[config.mk]
export PLATFORM = sky130hd
export DESIGN_NAME = touch_switch_bit_notifier
export DESIGN_NICKNAME = d
export VERILOG_FILES = /design/src/logic/tsn_pkg.sv /design/src/logic/touch_switch_bit_notifier.sv
export VERILOG_INCLUDE_DIRS = /design/src /design/src/logic
export SDC_FILE = /design/constraint.sdc
export NUM_CORES = 2
export LEC_CHECK = 0
export BUFFER_PORTS_ARGS = -buffer_cell sky130_fd_sc_hd__buf_2
export CAP_MARGIN = 0
export CORE_AREA = 10 10 333 335
export DETAILED_ROUTE_END_ITERATION = 12
export DIE_AREA = 0 0 343 345
export SYNTH_ARGS = -nofsm -noshare
export SYNTH_HDL_FRONTEND = slang
export SYNTH_SLANG_ARGS = --single-unit
[constraint.sdc]
create_clock -name pclk -period 5.5 [get_ports pclk]
set_input_delay 1.1 -clock pclk [delete_from_list [all_inputs] [get_ports pclk]]
set_output_delay 1.1 -clock pclk [all_outputs]
set_load 0.05 [all_outputs]
[src/logic/tsn_params.svh]
`ifndef TSN_PARAMS_SVH
`define TSN_PARAMS_SVH
`define TSN_NUM_SW       8
`define TSN_WORD_W       16
`define TSN_ADDR_W       16
`define TSN_BIT_W        4
`define TSN_IDX_W        10
`define TSN_BCD_W        12
`define TSN_PADDR_W      12
`define TSN_CTRL_OFS     12'h000
`define TSN_CMD_OFS      12'h004
`define TSN_STAT_OFS     12'h008
`define TSN_NBASE_OFS    12'h00C
`define TSN_LAMP_OFS     12'h010
`define TSN_VAL_OFS      12'h014
`define TSN_CFG_OFS      12'h040
`define TSN_LADR_OFS     12'h080
`define TSN_SLOT_HI      11
`define TSN_SLOT_LO      5
`define TSN_CTRL_WORD    0
`define TSN_CTRL_POLL    1
`define TSN_CMD_SCREEN   0
`define TSN_CFG_MODE_LO  0
`define TSN_CFG_MODE_HI  1
`define TSN_CFG_FLASH    2
`define TSN_CFG_EN       3
`define TSN_CFG_BIT_LO   4
`define TSN_CFG_BIT_HI   7
`define TSN_CFG_WORD_LO  8
`define TSN_CFG_WORD_HI  23
`define TSN_LADR_WORD_HI 15
`define TSN_LADR_BIT_LO  16
`define TSN_LADR_BIT_HI  19
`define TSN_IDX_WORD_OFS 16'h0001
`define TSN_STB_WORD_OFS 16'h0002
`define TSN_STB_BIT      4'hB
`define TSN_CTRL_RST     2'h0
`define TSN_CFG_RST      24'h000000
`define TSN_LADR_RST     20'h00000
`define TSN_NBASE_RST    16'h0000
`define TSN_BLINK_MS     500
`define TSN_CLK_MHZ      100
`endif

[src/logic/tsn_pkg.sv]
`include "tsn_params.svh"
package tsn_pkg;
    typedef enum logic [1:0] {
        MODE_MOMENTARY = 2'h0,
        MODE_ALTERNATE = 2'h1,
        MODE_SET       = 2'h2,
        MODE_RESET     = 2'h3
    } notify_mode_t;

    typedef enum logic [2:0] {
        ST_IDLE    = 3'h0,
        ST_IDX     = 3'h1,
        ST_STB_SET = 3'h3,
        ST_STB_CLR = 3'h2,
        ST_NOTIFY  = 3'h6,
        ST_SNAP    = 3'h7,
        ST_LAMP    = 3'h5
    } state_t;

    typedef logic [`TSN_WORD_W-1:0] word_t;
    typedef logic [`TSN_ADDR_W-1:0] waddr_t;
    typedef logic [`TSN_BIT_W-1:0]  bidx_t;
endpackage : tsn_pkg

[src/logic/touch_switch_bit_notifier.sv]
`include "tsn_params.svh"
`timescale 1ns/10ps
`default_nettype none
module touch_switch_bit_notifier #(
    parameter int BLINK_CYCLES = `TSN_BLINK_MS * 1000 * `TSN_CLK_MHZ
) (
    input  wire logic                      pclk,
    input  wire logic                      presetn,
    input  wire logic                      psel,
    input  wire logic                      penable,
    input  wire logic                      pwrite,
    input  wire logic [`TSN_PADDR_W-1:0]   paddr,
    input  wire logic [31:0]               pwdata,
    output logic      [31:0]               prdata,
    output logic                           pready,
    output logic                           pslverr,
    input  wire logic [`TSN_NUM_SW-1:0]    touch_press,
    input  wire logic                      entry_valid,
    input  wire logic [`TSN_IDX_W-1:0]     entry_index,
    output logic                           hm_req,
    output logic                           hm_we,
    output logic                           hm_bit_only,
    output logic      [`TSN_ADDR_W-1:0]    hm_word,
    output logic      [`TSN_BIT_W-1:0]     hm_bit,
    output logic      [`TSN_WORD_W-1:0]    hm_wdata,
    input  wire logic                      hm_ack,
    input  wire logic [`TSN_WORD_W-1:0]    hm_rdata,
    output logic      [`TSN_NUM_SW-1:0]    sw_lit
);
    localparam int N = `TSN_NUM_SW;
    localparam int SW = $clog2(N);

    function automatic logic [SW-1:0] first_set(input logic [N-1:0] v);
        first_set = '0;
        for (int i = N - 1; i >= 0; i--) begin
            if (v[i]) begin
                first_set = SW'(i);
            end
        end
    endfunction : first_set

    function automatic tsn_pkg::word_t put_bit(input tsn_pkg::word_t w,
                                               input tsn_pkg::bidx_t b,
                                               input logic v);
        put_bit = w;
        put_bit[b] = v;
    endfunction : put_bit

    // Double dabble; entries above 999 wrap in the top digit.
    function automatic logic [`TSN_BCD_W-1:0] to_bcd(
            input logic [`TSN_IDX_W-1:0] b);
        logic [`TSN_BCD_W+`TSN_IDX_W-1:0] s;
        s = {{`TSN_BCD_W{1'b0}}, b};
        for (int i = 0; i < `TSN_IDX_W; i++) begin
            for (int d = 0; d < 3; d++) begin
                if (s[`TSN_IDX_W+4*d +: 4] > 4'h4) begin
                    s[`TSN_IDX_W+4*d +: 4] = s[`TSN_IDX_W+4*d +: 4] + 4'h3;
                end
            end
            s = s << 1;
        end
        to_bcd = s[`TSN_IDX_W +: `TSN_BCD_W];
    endfunction : to_bcd

    // Configuration and state.
    logic [1:0]                  ctrl_q;
    tsn_pkg::waddr_t             nbase_q;
    logic [`TSN_CFG_WORD_HI:0]   cfg_q  [N];
    logic [`TSN_LADR_BIT_HI:0]   ladr_q [N];
    tsn_pkg::word_t              shadow_q [N];
    logic [N-1:0]                sync1_q, sync2_q, held_q;
    logic [N-1:0]                value_q, pend_q, snap_q, lamp_q;
    logic                        entry_pend_q;
    logic [`TSN_IDX_W-1:0]       entry_idx_q;
    logic [`TSN_BCD_W-1:0]       work_bcd_q;
    tsn_pkg::state_t             state_q;
    logic [SW-1:0]               cur_q, lamp_ptr_q;
    logic [31:0]                 blink_cnt_q;
    logic                        blink_q;
    logic                        screen_cmd;
    logic                        wr_en, rd_en;
    logic                        word_unit;
    logic                        issue_notify, issue_snap, done;
    logic [SW-1:0]               pick, snap_pick;
    logic [N-1:0]                mom, en;

    assign word_unit = ctrl_q[`TSN_CTRL_WORD];
    assign wr_en = psel && penable && pready && pwrite;
    assign rd_en = psel && penable && !pready;
    assign screen_cmd = wr_en && paddr == `TSN_CMD_OFS
                        && pwdata[`TSN_CMD_SCREEN];
    assign pick = first_set(pend_q);
    assign snap_pick = first_set(snap_q);
    assign done = hm_req && hm_ack;
    assign issue_notify = state_q == tsn_pkg::ST_IDLE && !entry_pend_q
                          && |pend_q;
    assign issue_snap = state_q == tsn_pkg::ST_IDLE && !entry_pend_q
                        && !(|pend_q) && |snap_q;

    generate
        for (genvar g = 0; g < N; g++) begin : g_sw
            assign mom[g] = cfg_q[g][`TSN_CFG_MODE_HI:`TSN_CFG_MODE_LO]
                            == tsn_pkg::MODE_MOMENTARY;
            assign en[g] = cfg_q[g][`TSN_CFG_EN];
            always_ff @(posedge pclk or negedge presetn) begin
                if (!presetn) begin
                    sw_lit[g] <= 1'b0;
                end else begin
                    // Steady or blinking highlight from the lamp bit.
                    sw_lit[g] <= en[g] && lamp_q[g]
                        && (!cfg_q[g][`TSN_CFG_FLASH] || blink_q);
                end
            end
        end
    endgenerate

    // Touch panel pins are asynchronous to pclk.
    always_ff @(posedge pclk or negedge presetn) begin
        if (!presetn) begin
            sync1_q <= '0;
            sync2_q <= '0;
            held_q  <= '0;
        end else begin
            sync1_q <= touch_press;
            sync2_q <= sync1_q;
            held_q  <= sync2_q;
        end
    end

    always_ff @(posedge pclk or negedge presetn) begin
        if (!presetn) begin
            blink_cnt_q <= '0;
            blink_q     <= 1'b0;
        end else if (blink_cnt_q >= 32'(BLINK_CYCLES - 1)) begin
            blink_cnt_q <= '0;
            blink_q     <= !blink_q;
        end else begin
            blink_cnt_q <= blink_cnt_q + 32'h1;
        end
    end

    // APB slave: one wait state, so prdata and pready leave flip-flops.
    always_ff @(posedge pclk or negedge presetn) begin
        if (!presetn) begin
            pready  <= 1'b0;
            pslverr <= 1'b0;
            prdata  <= '0;
        end else if (rd_en) begin
            pready  <= 1'b1;
            pslverr <= 1'b0;
            prdata  <= '0;
            unique case (paddr)
                `TSN_CTRL_OFS:  prdata <= {30'h0, ctrl_q};
                `TSN_CMD_OFS:   prdata <= '0;
                `TSN_STAT_OFS:  prdata <= {16'h0, 8'(pend_q), 5'h0,
                                           |snap_q, entry_pend_q,
                                           state_q != tsn_pkg::ST_IDLE};
                `TSN_NBASE_OFS: prdata <= {16'h0, nbase_q};
                `TSN_LAMP_OFS:  prdata <= 32'(lamp_q);
                `TSN_VAL_OFS:   prdata <= 32'(value_q);
                default: begin
                    if (paddr[`TSN_SLOT_HI:`TSN_SLOT_LO]
                        == `TSN_CFG_OFS >> `TSN_SLOT_LO) begin
                        prdata <= 32'(cfg_q[paddr[SW+1:2]]);
                    end else if (paddr[`TSN_SLOT_HI:`TSN_SLOT_LO]
                                 == `TSN_LADR_OFS >> `TSN_SLOT_LO) begin
                        prdata <= 32'(ladr_q[paddr[SW+1:2]]);
                    end else begin
                        pslverr <= 1'b1;
                    end
                end
            endcase
        end else begin
            pready  <= 1'b0;
            pslverr <= 1'b0;
        end
    end

    always_ff @(posedge pclk or negedge presetn) begin
        if (!presetn) begin
            ctrl_q  <= `TSN_CTRL_RST;
            nbase_q <= `TSN_NBASE_RST;
            for (int i = 0; i < N; i++) begin
                cfg_q[i]  <= `TSN_CFG_RST;
                ladr_q[i] <= `TSN_LADR_RST;
            end
        end else if (wr_en && !pslverr) begin
            if (paddr == `TSN_CTRL_OFS) begin
                ctrl_q <= pwdata[1:0];
            end
            if (paddr == `TSN_NBASE_OFS) begin
                nbase_q <= pwdata[`TSN_ADDR_W-1:0];
            end
            if (paddr[`TSN_SLOT_HI:`TSN_SLOT_LO]
                == `TSN_CFG_OFS >> `TSN_SLOT_LO) begin
                cfg_q[paddr[SW+1:2]] <= pwdata[`TSN_CFG_WORD_HI:0];
            end
            if (paddr[`TSN_SLOT_HI:`TSN_SLOT_LO]
                == `TSN_LADR_OFS >> `TSN_SLOT_LO) begin
                ladr_q[paddr[SW+1:2]] <= pwdata[`TSN_LADR_BIT_HI:0];
            end
        end
    end

    // Press events and screen changes; a new event beats the clear
    // that the write engine gives in the same cycle.
    always_ff @(posedge pclk or negedge presetn) begin
        if (!presetn) begin
            value_q <= '0;
            pend_q  <= '0;
            snap_q  <= '0;
        end else begin
            if (issue_notify) begin
                pend_q[pick] <= 1'b0;
            end
            if (issue_snap) begin
                snap_q[snap_pick] <= 1'b0;
            end
            if (state_q == tsn_pkg::ST_SNAP && done && !mom[cur_q]) begin
                value_q[cur_q] <= hm_rdata[cfg_q[cur_q][`TSN_CFG_BIT_HI:
                                                        `TSN_CFG_BIT_LO]];
            end
            for (int i = 0; i < N; i++) begin
                if (screen_cmd) begin
                    snap_q[i] <= en[i];
                    if (en[i] && mom[i] && value_q[i]) begin
                        value_q[i] <= 1'b0;
                        pend_q[i]  <= 1'b1;
                    end
                end else if (en[i] && sync2_q[i] != held_q[i]) begin
                    unique case (tsn_pkg::notify_mode_t'(
                            cfg_q[i][`TSN_CFG_MODE_HI:`TSN_CFG_MODE_LO]))
                        tsn_pkg::MODE_MOMENTARY: begin
                            value_q[i] <= sync2_q[i];
                            pend_q[i]  <= 1'b1;
                        end
                        tsn_pkg::MODE_ALTERNATE: begin
                            if (sync2_q[i]) begin
                                value_q[i] <= !value_q[i];
                                pend_q[i]  <= 1'b1;
                            end
                        end
                        tsn_pkg::MODE_SET: begin
                            if (sync2_q[i]) begin
                                value_q[i] <= 1'b1;
                                pend_q[i]  <= 1'b1;
                            end
                        end
                        tsn_pkg::MODE_RESET: begin
                            if (sync2_q[i]) begin
                                value_q[i] <= 1'b0;
                                pend_q[i]  <= 1'b1;
                            end
                        end
                    endcase
                end
            end
        end
    end

    // Word-unit copies; every switch sharing the written word follows,
    // which is safe only while the host keeps one mode per word.
    always_ff @(posedge pclk or negedge presetn) begin
        if (!presetn) begin
            for (int i = 0; i < N; i++) begin
                shadow_q[i] <= '0;
            end
        end else if (state_q == tsn_pkg::ST_SNAP && done) begin
            shadow_q[cur_q] <= hm_rdata;
        end else if (issue_notify && word_unit && !mom[pick]) begin
            for (int i = 0; i < N; i++) begin
                if (cfg_q[i][`TSN_CFG_WORD_HI:`TSN_CFG_WORD_LO]
                    == cfg_q[pick][`TSN_CFG_WORD_HI:`TSN_CFG_WORD_LO]) begin
                    shadow_q[i] <= put_bit(shadow_q[pick],
                        cfg_q[pick][`TSN_CFG_BIT_HI:`TSN_CFG_BIT_LO],
                        value_q[pick]);
                end
            end
        end
    end

    always_ff @(posedge pclk or negedge presetn) begin
        if (!presetn) begin
            entry_pend_q <= 1'b0;
            entry_idx_q  <= '0;
        end else if (entry_valid) begin
            entry_pend_q <= 1'b1;
            entry_idx_q  <= entry_index;
        end else if (state_q == tsn_pkg::ST_IDLE) begin
            entry_pend_q <= 1'b0;
        end
    end

    always_ff @(posedge pclk or negedge presetn) begin
        if (!presetn) begin
            lamp_q <= '0;
        end else if (state_q == tsn_pkg::ST_LAMP && done) begin
            lamp_q[lamp_ptr_q] <= hm_rdata[ladr_q[lamp_ptr_q]
                [`TSN_LADR_BIT_HI:`TSN_LADR_BIT_LO]];
        end
    end

    // Host memory engine: one request outstanding, held until acked.
    always_ff @(posedge pclk or negedge presetn) begin
        if (!presetn) begin
            state_q     <= tsn_pkg::ST_IDLE;
            hm_req      <= 1'b0;
            hm_we       <= 1'b0;
            hm_bit_only <= 1'b0;
            hm_word     <= '0;
            hm_bit      <= '0;
            hm_wdata    <= '0;
            cur_q       <= '0;
            lamp_ptr_q  <= '0;
            work_bcd_q  <= '0;
        end else begin
            unique case (state_q)
                tsn_pkg::ST_IDLE: begin
                    if (entry_pend_q) begin
                        hm_req      <= 1'b1;
                        hm_we       <= 1'b1;
                        hm_bit_only <= 1'b0;
                        hm_word     <= nbase_q + `TSN_IDX_WORD_OFS;
                        hm_wdata    <= 16'(to_bcd(entry_idx_q));
                        work_bcd_q  <= to_bcd(entry_idx_q);
                        state_q     <= tsn_pkg::ST_IDX;
                    end else if (issue_notify) begin
                        cur_q       <= pick;
                        hm_req      <= 1'b1;
                        hm_we       <= 1'b1;
                        hm_word     <= cfg_q[pick][`TSN_CFG_WORD_HI:
                                                   `TSN_CFG_WORD_LO];
                        hm_bit      <= cfg_q[pick][`TSN_CFG_BIT_HI:
                                                   `TSN_CFG_BIT_LO];
                        hm_bit_only <= !word_unit;
                        if (!word_unit) begin
                            hm_wdata <= put_bit('0, cfg_q[pick][
                                `TSN_CFG_BIT_HI:`TSN_CFG_BIT_LO],
                                value_q[pick]);
                        end else if (mom[pick]) begin
                            hm_wdata <= put_bit('0, cfg_q[pick][
                                `TSN_CFG_BIT_HI:`TSN_CFG_BIT_LO],
                                value_q[pick]);
                        end else begin
                            hm_wdata <= put_bit(shadow_q[pick],
                                cfg_q[pick][`TSN_CFG_BIT_HI:
                                            `TSN_CFG_BIT_LO],
                                value_q[pick]);
                        end
                        state_q <= tsn_pkg::ST_NOTIFY;
                    end else if (issue_snap) begin
                        cur_q       <= snap_pick;
                        hm_req      <= 1'b1;
                        hm_we       <= 1'b0;
                        hm_bit_only <= 1'b0;
                        hm_word     <= cfg_q[snap_pick][`TSN_CFG_WORD_HI:
                                                        `TSN_CFG_WORD_LO];
                        state_q     <= tsn_pkg::ST_SNAP;
                    end else if (ctrl_q[`TSN_CTRL_POLL]) begin
                        hm_req      <= 1'b1;
                        hm_we       <= 1'b0;
                        hm_bit_only <= 1'b0;
                        hm_word     <= ladr_q[lamp_ptr_q][
                                       `TSN_LADR_WORD_HI:0];
                        state_q     <= tsn_pkg::ST_LAMP;
                    end
                end
                tsn_pkg::ST_IDX: begin
                    if (done) begin
                        // The index is delivered before the strobe rises.
                        hm_bit_only <= 1'b1;
                        hm_word     <= nbase_q + `TSN_STB_WORD_OFS;
                        hm_bit      <= `TSN_STB_BIT;
                        hm_wdata    <= put_bit('0, `TSN_STB_BIT, 1'b1);
                        state_q     <= tsn_pkg::ST_STB_SET;
                    end
                end
                tsn_pkg::ST_STB_SET: begin
                    if (done) begin
                        hm_wdata <= '0;
                        state_q  <= tsn_pkg::ST_STB_CLR;
                    end
                end
                tsn_pkg::ST_STB_CLR, tsn_pkg::ST_NOTIFY,
                tsn_pkg::ST_SNAP: begin
                    if (done) begin
                        hm_req  <= 1'b0;
                        state_q <= tsn_pkg::ST_IDLE;
                    end
                end
                tsn_pkg::ST_LAMP: begin
                    if (done) begin
                        hm_req     <= 1'b0;
                        lamp_ptr_q <= lamp_ptr_q + SW'(1);
                        state_q    <= tsn_pkg::ST_IDLE;
                    end
                end
                default: begin
                    hm_req  <= 1'b0;
                    state_q <= tsn_pkg::ST_IDLE;
                end
            endcase
        end
    end
endmodule : touch_switch_bit_notifier
`default_nettype wire

==> impl_summary.md <==
Timing
The final-report max-slew violation count is 0. The measured slew at the worst slew-check pin is 1.30 ns. The achievable frequency is 194 MHz. The worst relative slew slack is 12.7%.

The setup skew after layout is 0.0395 ns. The total count of hold-check failures in the final report is 0. Setup violations remaining at the end of the flow were counted as 0. The setup slack after layout is 0.341 ns. The post-layout minimum cycle time is 5.16 ns. The post-route clock period utilization is 93.8%.

Yosys
The main flop type after synthesis is sky130_fd_sc_hd__dfrtp_1. The sequential-to-total area share from yosys stat is 41.2%. In the synthesized netlist the async set-or-reset flop fraction comes to 100%.

Synthesis handed over a netlist of 3939 instances. In the post-synthesis netlist, the biggest area contributors are sky130_fd_sc_hd__dfrtp_1 41%, sky130_fd_sc_hd__mux2_2 11%, sky130_fd_sc_hd__mux4_2 7.7%. The number of distinct library cell variants in the gate-level netlist after synthesis is 109.

The mapped cell area is 0.0413 sq mm. The total of warnings raised by yosys is 0. The synthesized design devotes to its leading area cell type 41.2% of total area.

In this run the mean area of a mapped cell was 10.5 sq um. Summed over all instances, the cell type with the most area after synthesis is sky130_fd_sc_hd__dfrtp_1. The number of enable-type register cells in the synthesized netlist is 0. After synthesis the netlist holds a flip-flop and latch count of 680.

Place
The placed wire-length estimate is 105000 microns. Port buffering added 149 buffers. Before CTS, the worst setup slack after placement is 0.00736 ns. The final weighted congestion in routability-driven placement is 0.993.

Detailed routing
The detail route stage leaves a number of antenna-violating nets equal to 0. The final routed wire length divided by cell count is 28.0 microns. The total length of routed wires is 153000 microns. The via count of the routed design is 34562. The first detailed-routing pass took 10 iterations. For this run, design rule violations remaining after detail routing come to 0.

In this run, the number of DRC markers left after iteration 0 of detailed routing was 4232. In the routed layout, each cell is associated on average with a via count of 6.34.

Power
The part of the power in the clock network is 34.7%. Cell internal power was estimated by the tool at 10.3 mW. The proportion of power drawn by flip-flops and latches is 32.7%. The net switching power is 6.56 mW. The power density over the cells is 362 mW/mm^2. The switching portion of total power is 38.9%. The leakage power summed over all cells is 20.6 nW. The share of total power dissipated in combinational logic is 32.6%.

The design draws 16.9 mW. The worst IR drop on VDD is 322 uV.

Critical path
The arrival time at the worst endpoint is 5.72 ns. The origin of the critical flop-to-flop path is entry_idx_q[8]. For this run, the slowest stage of the critical path takes 0.49 ns. The critical path is of the flop to flop type.

The launch point of the worst path is entry_idx_q[8]. The category of the worst setup path launch point is a flop. Of all nets on the critical path, the largest fanout is 7. The slowest stage of the critical path is the sky130_fd_sc_hd__or4_1 cell. Traced cell by cell, the critical path runs through inv_1 > ha_1 > inv_1 > ha_1 > and2_2 > o41a_1 > a21o_1 > a21oi_4 > xnor2_2 > nor2_2 > inv_2 > ha_4 > inv_2 > xnor2_2 > o311a_1 > o21a_1 > mux2i_2 > a21oi_1 > a31oi_1 > ha_2 > maj3_1 > a21boi_2 > or4_1 > and3_1.

Data on the critical path is required at its endpoint by 6.06 ns. The sort of element at the end of the critical path is a flop. Counting cells, the worst reg-to-reg path comes to 24.

Finish
The area growth from synthesis to layout is 13.1%. In the layout the commonest cells are 678 x sky130_fd_sc_hd__dfrtp_1, 402 x sky130_fd_sc_hd__mux2_2, 365 x sky130_fd_sc_hd__nand2_1. The fraction of the core area covered by cells at the end of the flow is 44.7%. The multi-input combinational cells in the finished layout cover a total of 0.0227 sq mm. The fill cell instance count of the final layout is 9791.

The ratio of cells with drive above 1 in the final layout is 26.4%. After the last flow step, the layout net total stands at 4100. The area of all sequential standard cells is 0.0170 sq mm. The library cell used most frequently in the layout, excluding fill and tap cells, is sky130_fd_sc_hd__dfrtp_1.

Floorplan
The count of boundary I/O pins is 166. After floorplanning, the core was sized to cover 0.104 sq mm. The floorplan has 119 rows. The die outline width is 343 microns.

The die is 345 microns tall. The die area is 0.118 sq mm. For this configuration, the core starts out at a cell density of 39.5%.

Clocking
The deepest clock path buffer count is 3. Clock tree synthesis inserted a total of 81 buffers. Clock latency on the worst-skew pair, taken at its later pin, is 0.69 ns. TritonCTS built the clock tree. The clock transition at the registers of the reported paths is 0.06 ns. The count of hold-fix buffers inserted at cts is 0.

The cell sitting at the root of the clock tree is a sky130_fd_sc_hd__clkbuf_16. The clock drives 680 sinks. The H-tree was split into 3 levels.

Run status
The run finished with clean final reports.

GRT
The initial antenna violation count is 8. Entering global routing, the biggest net connects 124 pins. For this run, the total global-route usage over all layers was measured as 25.0%. After global routing the overflow that remains totals 0.

The wire length of the first global-routing pass is 226000 microns. The number of global-route vias before repair came to 33704.

Worst hold path
The count of cells along the worst hold path is 0. The worst hold path belongs to the class flop to flop. The hold path startpoint is sync1_q[0].

Job
Across the run, the number of max-cap violations was 0.
-- cell usage after synthesis (11+ instances only) --
master                      number
sky130_fd_sc_hd__nand4_1        35
sky130_fd_sc_hd__mux2_2        402
sky130_fd_sc_hd__nor2_1        247
sky130_fd_sc_hd__xnor2_1        83
sky130_fd_sc_hd__inv_1          80
sky130_fd_sc_hd__ha_1           20
sky130_fd_sc_hd__buf_6          13
sky130_fd_sc_hd__and2_1         36
sky130_fd_sc_hd__a31oi_1        77
sky130_fd_sc_hd__o2111ai_1      14
sky130_fd_sc_hd__o32a_1         11
sky130_fd_sc_hd__buf_1          42
sky130_fd_sc_hd__o221ai_1       14
sky130_fd_sc_hd__xor2_1         89
sky130_fd_sc_hd__nand4b_1       14
sky130_fd_sc_hd__o31a_1         29
sky130_fd_sc_hd__o22ai_1        37
sky130_fd_sc_hd__nand2b_1       20
sky130_fd_sc_hd__o211a_1        16
sky130_fd_sc_hd__and3_1         32
sky130_fd_sc_hd__buf_2          36
sky130_fd_sc_hd__nor2b_1        28
sky130_fd_sc_hd__o21a_1         24
sky130_fd_sc_hd__o31ai_1        17
sky130_fd_sc_hd__o21ai_0       166
sky130_fd_sc_hd__nand2_1       365
sky130_fd_sc_hd__a222oi_1       33
sky130_fd_sc_hd__o211ai_1       81
sky130_fd_sc_hd__nor4_1         32
sky130_fd_sc_hd__mux4_2        142
sky130_fd_sc_hd__nor3_1         76
sky130_fd_sc_hd__a211oi_1       64
sky130_fd_sc_hd__dfrtp_1       680
sky130_fd_sc_hd__a22o_1         13
sky130_fd_sc_hd__or3_1          15
sky130_fd_sc_hd__mux2i_1       132
sky130_fd_sc_hd__nand3_1        89
sky130_fd_sc_hd__a21o_1         14
sky130_fd_sc_hd__buf_4          23
sky130_fd_sc_hd__a21oi_1       145
sky130_fd_sc_hd__clkbuf_1      217
sky130_fd_sc_hd__a221oi_1       11
sky130_fd_sc_hd__a221o_1        29
-- power groups by stage --
stage	Combinational [mW]	Sequential [mW]	Clock [mW]
finish	5.51	5.51	5.86
global route	5.77	5.54	6.15
CTS	5.32	5.51	5.95
global placement	5.29	5.59	0
floorplan	3.19	5.76	0
detailed placement	5.30	5.59	0
-- cell type report --
type / count / area share, %
repair buffers: 293 / 4.20
inverters: 85 / 0.683
flip-flops and latches: 680 / 36.4
clock inverters: 39 / 1.34
clock buffers: 108 / 4.88
well taps: 1391 / 3.73
multi-input cells: 2854 / 48.7
diodes: 4 / 0.0214
-- metal layers --
| layer | share of wire [%] | up-vias | global-route usage (%) |
|---|---|---|---|
| li1 | - | 14827 | - |
| met1 | 40 | 17396 | 33.6 |
| met2 | 44 | 1923 | 37.7 |
| met3 | 11 | 412 | 6.48 |
| met4 | 4.7 | 4 | 10.8 |
| met5 | 0.020 | - | 0 |
-- critical path, delay by kind of cell, from the launching register on --
family / cells / cell delay (ns)
mux: 1 / 0.22
buf+inv: 4 / 0.35
compound gates: 8 / 1.73
xor+xnor: 2 / 0.31
fa+ha+maj: 5 / 1.04
flops: 1 / 0.40
simple gates: 4 / 0.98
-- logic make-up (layout without fill, tap and decap cells) --
kind of cell	count (synthesis)	after routing	synth area share [%]
AND/OR/NAND/NOR	1047	1047	12.1
AO/OA/AOI/OAI	921	921	15.9
flip-flops	680	680	41.2
multiplexers	676	676	21.9
buffers and inverters	418	525	4.41
XOR/XNOR	175	175	3.80
adder cells (fa/ha/maj)	21	21	0.631
other	1	18	0.00909
-- sequential cells by signal, summed over array words and instances (netlist names), 2 cells and up --
signal,flops
cur_q,3
lamp_ptr_q,3
sw_lit,8
sync1_q,8
hm_bit,4
cfg_q,192
pend_q,8
nbase_q,16
lamp_q,8
hm_wdata,16
ladr_q,160
state_q,3
snap_q,8
hm_word,16
sync2_q,8
ctrl_q,2
value_q,8
blink_cnt_q,32
shadow_q,128
prdata,24
held_q,8
entry_idx_q,10
-- per-stage QoR --
step	area (sq um)	std cells	hold WS, ns	TNS [ns]
CTS	46600	5449	0.342	0
detailed placement	43700	5302	0.335	0
floorplan	41300	3952	0.331	0
finish	46700	5454	0.341	0
global route	46700	5451	0.353	-0.0166
global placement	43700	5302	0.334	0
-- path summary, 6_finish.rpt --
kind / end / slack, ns
max in group asynchronous: blink_cnt_q[27] / 3.84
setup reg to reg: hm_wdata[5] / 0.34
hold / removal: sync2_q[0] / 0.34
min in group asynchronous: entry_idx_q[9] / 0.37
hold reg to reg: sync2_q[0] / 0.34
setup / recovery: hm_wdata[5] / 0.34
-- repair_timing --
item,in CTS,in global routing
setup buffers,0,1
pin swaps,0,2
gates resized for setup,1,23
endpoints found under the setup margin,1,9
No activity file was read; power rests on OpenSTA's default activity.
